$ cat src/design/rtc_i2c_consts.vh
// Constants for the real-time clock serial target access block.
`ifndef RTC_I2C_CONSTS_VH
`define RTC_I2C_CONSTS_VH
`define RTC_BYTE_W      8
`define RTC_PTR_W       5
`define RTC_PTR_RESET   5'h00
`define RTC_PTR_TOP     5'h1F
`define RTC_FIFO_DEPTH  8
`define RTC_FIFO_AW     3
`define RTC_BIT_CNT_W   4
`define RTC_BITS_DONE   4'h8
`define RTC_DIR_READ    1'b1
`define RTC_DEV_ID      7'h2A
`endif

$ cat src/design/rtc_i2c_target_access.v
// Serial bus target logic with a write FIFO for a real-time clock register array.
`timescale 1ns/1ps
`include "rtc_i2c_consts.vh"

module rtc_write_fifo #(
  parameter WIDTH = 13,
  parameter DEPTH = `RTC_FIFO_DEPTH,
  parameter AW    = `RTC_FIFO_AW
) (
  input  wire             clk_in,    // Block clock.
  input  wire             rst_in,    // Asynchronous reset, active high.
  input  wire             in_valid,  // Word offered.
  output wire             in_ready,  // Room for a word.
  input  wire [WIDTH-1:0] in_data,   // Word to store.
  output wire             out_valid, // Word available.
  input  wire             out_ready, // Consumer takes the word.
  output wire [WIDTH-1:0] out_data   // Oldest word.
);
  reg [WIDTH-1:0] mem [0:DEPTH-1];
  reg [AW-1:0]    wr_ptr;
  reg [AW-1:0]    rd_ptr;
  reg [AW:0]      count;
  wire            push;
  wire            pop;

  assign in_ready  = (count != DEPTH[AW:0]);
  assign out_valid = (count != {(AW+1){1'b0}});
  assign out_data  = mem[rd_ptr];
  assign push      = in_valid & in_ready;
  assign pop       = out_valid & out_ready;

  always @(posedge clk_in) begin
    if (push) begin
      mem[wr_ptr] <= in_data;
    end
  end

  always @(posedge clk_in or posedge rst_in) begin
    if (rst_in) begin
      wr_ptr <= {AW{1'b0}};
      rd_ptr <= {AW{1'b0}};
      count  <= {(AW+1){1'b0}};
    end else begin
      if (push) begin
        wr_ptr <= (wr_ptr == DEPTH[AW-1:0] - 1'b1) ? {AW{1'b0}} : wr_ptr + 1'b1;
      end
      if (pop) begin
        rd_ptr <= (rd_ptr == DEPTH[AW-1:0] - 1'b1) ? {AW{1'b0}} : rd_ptr + 1'b1;
      end
      if (push & ~pop) begin
        count <= count + 1'b1;
      end else if (pop & ~push) begin
        count <= count - 1'b1;
      end
    end
  end
endmodule

module rtc_i2c_target_access #(
  parameter [6:0] DEVICE_ID = `RTC_DEV_ID // Value is arbitrary; set per product.
) (
  input  wire                  clk_in,       // 25 MHz block clock.
  input  wire                  rst_in,       // Asynchronous reset, active high.
  input  wire                  scl_in,       // Serial clock pin level.
  input  wire                  sda_in,       // Serial data pin level.
  output wire                  sda_out,      // Serial data drive value, always low.
  output reg                   sda_oe_out,   // High while pulling serial data low.
  output reg  [`RTC_PTR_W-1:0] rd_addr_out,  // Register pointer for read data.
  input  wire [7:0]            rd_data_in,   // Register content at rd_addr_out.
  output wire                  wr_valid_out, // Register write waiting.
  input  wire                  wr_ready_in,  // Register array accepts the write.
  output wire [`RTC_PTR_W-1:0] wr_addr_out,  // Register written.
  output wire [7:0]            wr_data_out,  // Byte written.
  output wire                  busy_out      // Set at a start, cleared at a stop or when the transfer is ignored.
);
  localparam [9:0] ST_IDLE = 10'h001;
  localparam [9:0] ST_DEV  = 10'h002;
  localparam [9:0] ST_DACK = 10'h004;
  localparam [9:0] ST_REG  = 10'h008;
  localparam [9:0] ST_RACK = 10'h010;
  localparam [9:0] ST_WDAT = 10'h020;
  localparam [9:0] ST_WACK = 10'h040;
  localparam [9:0] ST_TX   = 10'h080;
  localparam [9:0] ST_MACK = 10'h100;
  localparam [9:0] ST_IGN  = 10'h200;

  reg [2:0]                scl_sync;
  reg [2:0]                sda_sync;
  reg [9:0]                state;
  reg [`RTC_BIT_CNT_W-1:0] bit_cnt;
  reg [7:0]                shreg;
  reg                      is_read;
  reg                      master_ack;
  wire                     scl_rise;
  wire                     scl_fall;
  wire                     start_seen;
  wire                     stop_seen;
  wire                     byte_done;
  wire                     fifo_ready;
  wire                     fifo_push;

  // The pointer steps one past the top back to zero.
  function [`RTC_PTR_W-1:0] ptr_step;
    input [`RTC_PTR_W-1:0] p;
    begin
      ptr_step = (p == `RTC_PTR_TOP) ? `RTC_PTR_RESET : p + 1'b1;
    end
  endfunction

  // Only the second and third stages are looked at, so metastability stays in stage one.
  assign scl_rise   = scl_sync[1] & ~scl_sync[2];
  assign scl_fall   = ~scl_sync[1] & scl_sync[2];
  assign start_seen = scl_sync[1] & scl_sync[2] & sda_sync[2] & ~sda_sync[1];
  assign stop_seen  = scl_sync[1] & scl_sync[2] & ~sda_sync[2] & sda_sync[1];
  assign byte_done  = (bit_cnt == `RTC_BITS_DONE);
  assign sda_out    = 1'b0;
  assign busy_out   = ~state[0] & ~state[9];
  assign fifo_push  = (state == ST_WDAT) & scl_fall & byte_done & fifo_ready;

  always @(posedge clk_in or posedge rst_in) begin
    if (rst_in) begin
      scl_sync <= 3'h7;
      sda_sync <= 3'h7;
    end else begin
      scl_sync <= {scl_sync[1:0], scl_in};
      sda_sync <= {sda_sync[1:0], sda_in};
    end
  end

  always @(posedge clk_in or posedge rst_in) begin
    if (rst_in) begin
      state       <= ST_IDLE;
      bit_cnt     <= 4'h0;
      shreg       <= 8'h00;
      is_read     <= 1'b0;
      master_ack  <= 1'b0;
      sda_oe_out  <= 1'b0;
      rd_addr_out <= `RTC_PTR_RESET;
    end else if (start_seen) begin
      // A repeated start keeps the pointer, which is what a random read relies on.
      state      <= ST_DEV;
      bit_cnt    <= 4'h0;
      sda_oe_out <= 1'b0;
    end else if (stop_seen) begin
      state      <= ST_IDLE;
      sda_oe_out <= 1'b0;
    end else begin
      case (state)
        ST_DEV, ST_REG, ST_WDAT: begin
          if (scl_rise) begin
            shreg   <= {shreg[6:0], sda_sync[2]};
            bit_cnt <= bit_cnt + 1'b1;
          end else if (scl_fall & byte_done) begin
            bit_cnt <= 4'h0;
            if (state == ST_DEV) begin
              if (shreg[7:1] == DEVICE_ID) begin
                is_read    <= (shreg[0] == `RTC_DIR_READ);
                sda_oe_out <= 1'b1;
                state      <= ST_DACK;
              end else begin
                state <= ST_IGN;
              end
            end else if (state == ST_REG) begin
              rd_addr_out <= shreg[`RTC_PTR_W-1:0];
              sda_oe_out  <= 1'b1;
              state       <= ST_RACK;
            end else if (fifo_ready) begin
              sda_oe_out <= 1'b1;
              state      <= ST_WACK;
            end else begin
              // With the write FIFO full the byte is refused rather than lost silently.
              state <= ST_IGN;
            end
          end
        end
        ST_DACK: begin
          if (scl_fall) begin
            if (is_read) begin
              shreg      <= rd_data_in;
              sda_oe_out <= ~rd_data_in[7];
              state      <= ST_TX;
            end else begin
              sda_oe_out <= 1'b0;
              state      <= ST_REG;
            end
          end
        end
        ST_RACK: begin
          if (scl_fall) begin
            sda_oe_out <= 1'b0;
            state      <= ST_WDAT;
          end
        end
        ST_WACK: begin
          if (scl_fall) begin
            sda_oe_out <= 1'b0;
            state      <= ST_IGN;
          end
        end
        ST_TX: begin
          if (scl_rise) begin
            bit_cnt <= bit_cnt + 1'b1;
          end else if (scl_fall) begin
            if (byte_done) begin
              sda_oe_out  <= 1'b0;
              bit_cnt     <= 4'h0;
              rd_addr_out <= ptr_step(rd_addr_out);
              state       <= ST_MACK;
            end else begin
              sda_oe_out <= ~shreg[3'h7 - bit_cnt[2:0]];
            end
          end
        end
        ST_MACK: begin
          if (scl_rise) begin
            master_ack <= ~sda_sync[2];
          end else if (scl_fall) begin
            if (master_ack) begin
              shreg      <= rd_data_in;
              sda_oe_out <= ~rd_data_in[7];
              state      <= ST_TX;
            end else begin
              state <= ST_IGN;
            end
          end
        end
        ST_IGN: begin
          sda_oe_out <= 1'b0;
        end
        ST_IDLE: begin
          sda_oe_out <= 1'b0;
        end
        default: begin
          state      <= ST_IDLE;
          sda_oe_out <= 1'b0;
        end
      endcase
    end
  end

  rtc_write_fifo #(
    .WIDTH (`RTC_PTR_W + `RTC_BYTE_W),
    .DEPTH (`RTC_FIFO_DEPTH),
    .AW    (`RTC_FIFO_AW)
  ) u_write_fifo (
    .clk_in    (clk_in),
    .rst_in    (rst_in),
    .in_valid  (fifo_push),
    .in_ready  (fifo_ready),
    .in_data   ({rd_addr_out, shreg}),
    .out_valid (wr_valid_out),
    .out_ready (wr_ready_in),
    .out_data  ({wr_addr_out, wr_data_out})
  );
endmodule

$ cat config.mk
export PLATFORM = sky130hd
export DESIGN_NAME = rtc_i2c_target_access
export DESIGN_NICKNAME = d
export VERILOG_FILES = /design/src/design/rtc_i2c_target_access.v
export VERILOG_INCLUDE_DIRS = /design/src /design/src/design
export SDC_FILE = /design/constraint.sdc
export NUM_CORES = 1
export LEC_CHECK = 0
export ABC_AREA = 1
export BUFFER_PORTS_ARGS = -buffer_cell sky130_fd_sc_hd__clkbuf_2
export CORE_MARGIN = 10
export CORE_UTILIZATION = 55
export CTS_CLUSTER_DIAMETER = 80
export CTS_CLUSTER_SIZE = 16
export DETAILED_ROUTE_END_ITERATION = 7
export GPL_TIMING_DRIVEN = 0
export PLACE_DENSITY = 0.78
export SYNTH_ARGS = -nofsm -noshare
export SYNTH_HDL_FRONTEND = slang
export SYNTH_SLANG_ARGS = --single-unit
$ cat constraint.sdc
create_clock -name clk_in -period 3.28 [get_ports clk_in]
set_input_delay 0.328 -clock clk_in [delete_from_list [all_inputs] [get_ports clk_in]]
set_output_delay 0.328 -clock clk_in [all_outputs]
set_load 0.01 [all_outputs]
### Word-level counts from Yosys, hierarchy flattened

Memories as Yosys holds them, arrays and structs flattened.
Index checks and enable logic that the tools add are counted.
W data, S select, Z words.

* memories: 1
* bits in writable memories: 104
* word-level logic and storage cells: 182
* output and inout bits: 22
* register bits: 46

* reduce and logical (&&, ||, !) cells: 15
* equality and inequality tests: 48
* $lt $le $gt $ge: 1
* bitwise gates (word level): 29
* mux-type cells: 69
* add/subtract/negate cells: 7

Memories
* u_write_fifo.mem: words 8, bits a word 13, rd ports 1, clocked after memory_dff 0, wr ports 1, line rtc_i2c_target_access.v:19 `reg [WIDTH-1:0] mem [0:DEPTH-1];`

Operators by type and width (number)
* $mux W10: 17
* $pmux W10 S7: 1
* $ne A4 B4 Y1 const B: 15
* $mux W8: 7
* $mux W5: 8
* $mux W4: 9
* $ne A2 B2 Y1 const B: 14
* $pmux W8 S3: 1
* $reduce_and A11 Y1: 2
* $mux W1: 20
* $and A1 B1 Y1: 16
* $not A1 Y1: 13
* $eq A10 B1 Y1 const B: 1
* $eq A10 B10 Y1 const B: 1
* $eq A10 B2 Y1 const B: 1
* $eq A10 B3 Y1 const B: 1
* $eq A10 B4 Y1 const B: 1
* $eq A10 B5 Y1 const B: 1
* $eq A10 B6 Y1 const B: 1
* $eq A10 B7 Y1 const B: 1
* $eq A10 B8 Y1 const B: 1
* $eq A10 B9 Y1 const B: 1
* $pmux W5 S2: 1
* $reduce_and A10 Y1: 1
* other kinds (27): 34

### Depth between registers and ports, before layout

Gate-level depths: netlist (run 1).

* word-level depth: 10
* gate-level depth with buffers: 17
* gate-level depth less buffers: 16

### Cells and area by module

From an unflattened synthesis (run 1), not the netlist that was laid out.

* cells, all modules: 938
* area total of the unflattened synthesis: 7903.8 µm²

Modules (own cells, without submodules)
* rtc_write_fifo: times used 1, area an instance 5170.0 µm², seq. area each 3373.2 µm², cells each 535
* rtc_i2c_target_access: times used 1, area an instance 2733.9 µm², seq. area each 909.6 µm², cells each 403

### Worst setup path after synthesis (run 1)

No wires, ideal clock.

* kind: register to register
* start point: reg bit_cnt[0]
* end point: mem u_write_fifo.mem[1][0] (enable)
* setup slack: 0.381 ns
* period minus slack after synthesis: 2.899 ns
* cell stages (with the launch flop): 10
* arrival: 2.500 ns
* library setup time: 0.400 ns
* cells stage by stage: dfrtp_1 clkbuf_1 inv_1 ha_1 nand3_1 inv_1 nand2_1 nor3_4 nand2_1 nor3_1

* longest elaborated chain between the ends: 6

RTL lines
* from (decl): line rtc_i2c_target_access.v:90 `` reg [`RTC_BIT_CNT_W-1:0] bit_cnt; ``
* from (signal assigned): line rtc_i2c_target_access.v:152 `bit_cnt <= bit_cnt + 1'b1;`
* from (signal assigned): line rtc_i2c_target_access.v:202 `bit_cnt <= bit_cnt + 1'b1;`
* $eq A4 B4 Y1 (no line)
* $and A1 B1 Y1 (2 in series): line rtc_i2c_target_access.v:118 `assign fifo_push = (state == ST_WDAT) & scl_fall & byte_done & fifo_ready;`
* $and A1 B1 Y1: line rtc_i2c_target_access.v:29 `assign push = in_valid & in_ready;`
* via u_write_fifo.push: line rtc_i2c_target_access.v:23 `wire push;`
* $mux W1: line rtc_i2c_target_access.v:33 `if (push) begin`
* $mux W1 (not written as such): line rtc_i2c_target_access.v:34 `mem[wr_ptr] <= in_data;`
* to (decl): line rtc_i2c_target_access.v:19

The timed path passes the listed nets, and every way through them passes these cells.

### Worst setup path in the final report (run 1)

* start point: reg bit_cnt[0]
* end point: reg u_write_fifo.count[3]

* longest elaborated chain between the ends: 7
* elaborated cells on any way between the ends: 9
* those cells by class: 1 x eq/ne; 1 x mux; 6 x bitwise; 1 x reduce/logical

RTL lines
* $eq A4 B4 Y1 (no line) *
* $and A1 B1 Y1 * (2 in series): line rtc_i2c_target_access.v:118
* $and A1 B1 Y1 *: line rtc_i2c_target_access.v:29
* via u_write_fifo.push: line rtc_i2c_target_access.v:23
* $not A1 Y1: line rtc_i2c_target_access.v:52 `end else if (pop & ~push) begin`
* $and A1 B1 Y1: line rtc_i2c_target_access.v:52
* $reduce_bool A2 Y1 (no line)
* to (signal assigned): line rtc_i2c_target_access.v:42 `count <= {(AW+1){1'b0}};`
* to (signal assigned): line rtc_i2c_target_access.v:51 `count <= count + 1'b1;`
* to (signal assigned): line rtc_i2c_target_access.v:53 `count <= count - 1'b1;`
* to (decl): line rtc_i2c_target_access.v:22 `reg [AW:0] count;`

The timed path passes the listed nets; every way through them passes the cells marked *.
A chain may end at the register's enable or synchronous reset.

==> metrics, run 1 <==
#FFs+latches synth 150; CP required 3.59 ns; Fill cells 1034; syn nets 796; VDD IR max 0.4427 mV; Setup crit end kind flip-flop; FFs w/ async S/R, synth 0.3067; Iteration-0 DRC Markers 461; top-level I/O count 35; Pwr per Cell Area 795.7 nW/µm²; placed instance area 7840 µm²; Final Hold Fails 0; initial antenna violation count 0; Final ANT Viol Nets 0; worst setup path class flip-flop to flip-flop; Yosys top cell by area edfxtp_1; global-route wire length before repair 27.77 mm; largest family of logic cells by synthesized area simple AND/OR/NAND/NOR gates; Crit Path Max Fanout 8; Synth area leaders edfxtp_1, dfrtp_1, nor2_1; post-synthesis share of cell area spent on xor and xnor gates 0.006001; clock skew 0.007557 ns; DRT Pass-1 Iters 5; Max Fclk 330.6 MHz; Clock Path Buffers 2; Slew Limit Fails 0; Leak Pwr 3.483 nW; post-synthesis adder-cell area fraction 0.02675; Clock Tree Root clkbuf_16; mux cell area share after synthesis 0; largest net degree at the start of global routing 25; Final Critical Period 3.025 ns; number of buffers created by CTS 17; Die Area 18280 µm²; vias in the first global route 5468; gpl congestion 0.9639; initial core utilization 0.5554; max capacitance violation total 0; clk sink count 150; synth-to-layout area growth 15.60%; total track usage 0.1943; sequential fraction of the synthesis area 0.5869; Post-synth EDFFs 104; Worst Tran Pin Value 0.7403 ns; Top Metal Used met4; Post-Synth Simple-Gate Area 0.2353; via density per instance 5.526; row count 42; DPL Wire Length 12.37 mm; Top FF cell, synth edfxtp_1; DR WL/cell 16.95 µm; H-tree depth 4; Worst Hold Class primary input to flip-flop; CORE AREA 13140 µm²; Worst-path clk slew 0.06 ns; commonest cells after routing, fill and taps aside nor2_1, nand2_1, edfxtp_1; CTS tree done; Gate Count Post-Synth 768; crit path DAT 3.34 ns; die span in y 135.2 µm; final setup vio count 0; outcome finished, final reports clean; vias post-DR 5659; Die Width 135.2 µm; commonest non-fill, non-tap cell in the layout nor2_1; design area 8436 µm²; critical path launch point type flip-flop; synthesized area 7297 µm²; gr ovfl total 0; drt drc 0; Inserted Diodes 0; setup TNS 0 ns; nets@finish 863; clock latency on the worst-skew pair 0.43 ns; Compound-Gate Fraction of Synth Area 0.09191; Routed WL 17.36 mm; Synth top area share 0.4280; met1 wire length 7.410 mm; max_slew headroom 0.5038; crit share post-route 0.9223; Syn. warnings 0; IO Port Bufs 33; Avg Inst Size Synth 9.501 µm²; Yosys cell types 40; metal3 WL 1.172 mm; share of cells above drive strength 1 0.1698; met2 WL 8.387 mm
[area by class of cell]
cell class	instances	area [µm²]	share of cell area
Clock inverter	15	117.6	0.01394
Clock buffer	17	425.4	0.05043
Inverter	69	259.0	0.03070
Buffer	26	125.1	0.01483
Tap cell	176	220.2	0.02610
Timing Repair Buffer	48	335.3	0.03975
Multi-Input combinational cell	523	2670	0.3165
Sequential cell	150	4283	0.5077
[routing by layer]
metal	track usage	vias up
met5	0	-
met4	0.08852	0
met3	0.03042	40
met2	0.3185	205
met1	0.2485	2678
li1	-	2736
[through the flow]
step | util | worst slack (ns) | total power, mW | hold slack (ns) | std cells
after floorplan | - | 0.3806 | 4.148 | 0.3325 | 768
after global placement | 0.5848 | -0.7448 | 4.863 | 0.3484 | 977
after detailed placement | 0.5968 | 0.06912 | 4.923 | 0.3470 | 986
after CTS | 0.6404 | 0.05815 | 6.700 | 0.1838 | 1021
after global routing | 0.6421 | -0.002758 | 7.099 | 0.2068 | 1024
final | 0.6421 | 0.2548 | 6.712 | 0.1762 | 1024
[synth_stat cells (2+ instances only)]
| cell type | count |
|---|---|
| nor2_1 | 143 |
| nand4_1 | 6 |
| nand2_4 | 4 |
| dfrtp_1 | 39 |
| or2_2 | 2 |
| xnor2_1 | 3 |
| o21ai_1 | 15 |
| nand3_4 | 3 |
| inv_1 | 57 |
| nand2_1 | 126 |
| dfstp_2 | 7 |
| edfxtp_1 | 104 |
| ha_1 | 14 |
| o21ai_0 | 67 |
| inv_2 | 10 |
| a31oi_1 | 13 |
| nor2_4 | 6 |
| nand2_2 | 7 |
| clkinv_1 | 2 |
| nand3_2 | 3 |
| nor2_2 | 8 |
| xor2_1 | 2 |
| nor3_1 | 20 |
| nand3_1 | 44 |
| nor4_1 | 2 |
| a21oi_1 | 11 |
| buf_6 | 3 |
| o22ai_1 | 16 |
| clkbuf_1 | 20 |
[where the power goes]
part           total, mW  internal, mW  leakage (nW)  switching, mW
combinational       2.42         0.809          1.75           1.61
clock               1.79         0.980         0.254          0.811
sequential          2.50          2.25          1.47          0.245
total               6.71          4.04          3.48           2.67
[state kept, by name, summed over array words and instances (netlist names)]
name	cells
rd_addr_out	5
scl_sync	3
u_write_fifo.rd_ptr	3
is_read	1
state	10
u_write_fifo.mem	104
u_write_fifo.wr_ptr	3
u_write_fifo.count	4
shreg	8
bit_cnt	4
master_ack	1
sda_oe_out	1
sda_sync	3
[kinds of logic after synthesis]
| family | after synthesis |
|---|---|
| adder cells (fa/ha/maj) | 15 |
| other | 1 |
| XOR/XNOR | 5 |
| buffers and inverters | 95 |
| AND/OR/NAND/NOR | 377 |
| AO/OA/AOI/OAI | 125 |
| flip-flops | 150 |
[worst max-delay path, stage by stage, from the launching register on]
cell	delay, ns
dfrtp_1	0.38
clkbuf_1	0.20
inv_2	0.14
ha_1	0.15
nand3_1	0.14
inv_1	0.11
nand2_1	0.18
nor3_4	0.24
ha_1	0.24
inv_1	0.10
ha_1	0.34
nand2_1	0.08
nor2_1	0.04
a211oi_1	0.25
nand2_1	0.08
nand2_1	0.06
nor2_1	0.04
xor2_1	0.13
[timing repair]
item | CTS | global route
hold buffers | 3 | 0
setup buffers | 0 | 3
hold endpoints to repair | 19 | 0
endpoints found under the setup margin | 0 | 22
gates resized for setup | 0 | 1
[worst paths after layout]
path	start	endpoint	slack, ns	cells past startpoint
max	bit_cnt[0]$_DFFE_PP0P_	u_write_fifo.count[3]$_DFFE_PP0P_	0.25	17
min reg2reg	sda_sync[0]$_DFF_PP1_	sda_sync[1]$_DFF_PP1_	0.36	0
min	rd_data_in[0]	shreg[0]$_DFFE_PP0P_	0.18	3
min in group asynchronous	rst_in	state[6]$_DFFE_PP0P_	0.48	3
max reg2reg	bit_cnt[0]$_DFFE_PP0P_	u_write_fifo.count[3]$_DFFE_PP0P_	0.25	17
max in group asynchronous	rst_in	scl_sync[2]$_DFF_PP1_	2.23	4
(Power assumes the default switching activity.)
==> run 2, diff against run 1 <==
--- a/config.mk
+++ b/config.mk
@@ -14,7 +14,8 @@
 export CTS_CLUSTER_SIZE = 16
 export DETAILED_ROUTE_END_ITERATION = 7
 export GPL_TIMING_DRIVEN = 0
-export PLACE_DENSITY = 0.78
+export PLACE_DENSITY = 0.77
 export SYNTH_ARGS = -nofsm -noshare
 export SYNTH_HDL_FRONTEND = slang
+export SYNTH_HIERARCHICAL = 1
 export SYNTH_SLANG_ARGS = --single-unit
==> metrics, run 2 <==
Crit Path Max Fanout 7 (-1); Synth top area share 0.3951 (-0.03286); critical path launch point type flip-flop; Inserted Diodes 0 (unchanged); Hold Crit Start wr_ready_in; synthesized area 7904 µm² (+8.3%); gr ovfl total 0 (unchanged); NetSw 1.320 mW (-51%); synth-to-layout area growth 14.74%; clk sink count 150 (unchanged); Post-CTS Setup Inserts 0 (unchanged); global-route wire length before repair 30.59 mm (+10%); Avg Inst Size Synth 8.426 µm² (-11%); syn nets 966 (+21%); gpl congestion 0.9226 (-4.3%); Worst Tran Pin Value 0.8056 ns (+0.06534 ns); #FFs+latches synth 150 (unchanged); Switching Fraction 0.2643 (-0.1334); Synth area leaders edfxtp_1, nand2_1, dfrtp_1; area of the multi-input gates 3000 µm² (+12%); Worst-path clk slew 0.06 ns (about the same); register with the most flip-flops u_write_fifo/mem; met1 wire length 7.591 mm (+2.4%); met2 WL 9.272 mm (+11%); IO Port Bufs 33 (unchanged); nets@finish 1029 (+19%); CP most frequent cell inv_1; Top Metal Used met4; DR WL/cell 15.45 µm (-8.8%); initial core utilization 0.5650 (+0.009598); largest net degree at the start of global routing 37 (+48%); Syn. warnings 6 (+6); Die Width 139.9 µm (+3.5%); setup TNS 0 ns (unchanged); FFs w/ async S/R, synth 0.3067 (unchanged); die span in y 139.9 µm (+3.5%); Final ANT Viol Nets 0 (unchanged); share of cells above drive strength 1 0.1509 (-0.01892); row count 43 (+2.4%); Yosys top cell by area edfxtp_1; clock latency on the worst-skew pair 0.43 ns (about the same); top-level I/O count 35 (unchanged); Final Critical Period 2.905 ns (-0.1201 ns); cells along the critical path inv_1 > ha_1 > nand3_1 > nor2_1 > inv_1 > nor2_1 > nand2_2 > inv_1 > ha_1 > inv_1 > ha_1 > or2_2 > nand2_1 > nand2_1 > nand3_1 > nand2_1; Routed WL 18.45 mm (+6.3%); drt drc 0 (unchanged); combinational share of power 0.099 (-0.262); Die Area 19570 µm² (+7.1%); Post-CTS Hold Buffers 3 (unchanged); number of buffers created by CTS 17 (unchanged); Worst Hold Class primary input to flip-flop; crit path DAT 3.22 ns (-0.12 ns); vias in the first global route 6142 (+12%); max capacitance violation total 0 (unchanged); dpl cells 1159 (+18%); internal power 3.675 mW (-9.1%); Gate Count Post-Synth 938 (+22%); Largest regs u_write_fifo/mem x104, state x10, shreg x8; outcome finished, final reports clean; final setup vio count 0 (unchanged); Pwr per Cell Area 550.8 nW/µm² (-31%); Max Fclk 344.2 MHz (+4.1%); Setup crit end kind flip-flop; Leak Pwr 4.350 nW (+25%); CP Launch Point bit_cnt[0]$_DFFE_PP0P_; RSZ-0062 raised after global routing no; DPL Wire Length 12.75 mm (+3.1%); Flop pwr share 0.493 (+0.121); vias post-DR 6204 (+9.6%); Final Hold Fails 0 (unchanged); most frequent cells after synthesis nand2_1, nor2_1, inv_1; clock share of power 0.408 (+0.141); Yosys cell types 42 (+5.0%); post-route insts no fill 1194 (+17%); worst reg2reg startpoint bit_cnt[0]$_DFFE_PP0P_; commonest cells after routing, fill and taps aside nand2_1, nor2_1, inv_1; max_slew headroom 0.4629 (-0.04087); metal3 WL 1.142 mm (-2.6%); H-tree depth 4 (unchanged); Top FF cell, synth edfxtp_1; total track usage 0.1940 (-0.0002602); clock skew 0.007898 ns (+0.0003412 ns); count leader, synth nand2_1; Critical Path Slowest Stage Cell dfrtp_1; Seq. cell area 4283 µm² (unchanged); Clock Path Buffers 2 (unchanged); via density per instance 5.196 (-6.0%); CTS tree done; Slew Limit Fails 0 (unchanged); CP required 3.60 ns (about the same); crit share post-route 0.8857 (-0.03661); DRT Pass-1 Iters 7 (+2); Iteration-0 DRC Markers 548 (+19%); VDD IR max 0.3523 mV (-20%); max FFs per register 104 (unchanged); worst setup path class flip-flop to flip-flop; CP max stage delay 0.44 ns (+0.06 ns); initial antenna violation count 0 (unchanged); CTS-repair resized insts 0 (unchanged); Post-synth EDFFs 104 (unchanged); CORE AREA 13990 µm² (+6.5%); commonest non-fill, non-tap cell in the layout nand2_1; Clock Tree Root clkbuf_16; Fill cells 1124 (+8.7%); sequential fraction of the synthesis area 0.5419 (-0.04506)
run 2: final timing paths:
check,end,slack (ns),cells after the start
max,u_write_fifo/count[3]$_DFFE_PP0P_,0.37,16
min,u_write_fifo/rd_ptr[2]$_DFFE_PP0P_,0.19,3
max reg2reg,u_write_fifo/count[3]$_DFFE_PP0P_,0.37,16
min reg2reg,sda_sync[1]$_DFF_PP1_,0.36,0
max in group asynchronous,sda_oe_out$_DFFE_PP0P_,2.15,3
min in group asynchronous,u_write_fifo/rd_ptr[0]$_DFFE_PP0P_,0.43,3
run 2: metal layers:
layer / global-route usage / vias to the layer above
met5: 0 / -
met4: 0.08587 / 0
met3: 0.03845 / 32
met2: 0.3311 / 204
met1: 0.2314 / 2898
li1: - / 3070
run 2: kinds of logic after synthesis:
| family | synth area share |
|---|---|
| and+or+nand+nor | 0.3191 |
| DFF | 0.5419 |
| buffers and inverters | 0.08358 |
| AOI/OAI and AO/OA | 0.02565 |
| adders and majority gates | 0.02470 |
| xor gates and xnor gates | 0.003325 |
| other | 0.0004745 |
| muxes | 0.001266 |
run 2: layout make-up:
cell class	instances	area share
Multi-Input combinational cell	642	0.3309
Clock inverter	11	0.01918
Tap cell	180	0.02483
Timing Repair Buffer	44	0.03146
Clock buffer	21	0.04857
Inverter	122	0.05050
Sequential cell	150	0.4723
Buffer	24	0.02235
run 2: worst max-delay path: cells and delay by family, from the launching register on:
family | cells | cell delay (ns)
simple gates | 9 | 1.12
flops | 1 | 0.44
buf+inv | 4 | 0.54
fa+ha+maj | 3 | 0.67
run 2: power by group through the flow:
stage | registers [mW] | logic (mW) | clock network [mW]
detailed placement | 2.50 | 0.486 | 0
floorplan | 2.38 | 0.391 | 0
CTS | 2.46 | 0.493 | 2.06
global route | 2.49 | 0.567 | 2.14
finish | 2.46 | 0.493 | 2.04
global placement | 2.49 | 0.477 | 0
run 2: per-stage QoR:
step	setup slack (ns)	util	power, mW	area [µm²]	hold WS (ns)
4_1_cts	0.3939	0.6483	5.017	9069	0.1688
3_3_place_gp	-0.4700	0.5929	2.964	8294	0.3184
6_report	0.3749	0.6483	4.995	9069	0.1861
2_1_floorplan	0.5317	-	2.774	7904	0.1682
3_5_place_dp	0.4236	0.6022	2.983	8424	0.3325
5_1_grt	0.08679	0.6483	5.197	9069	0.2085
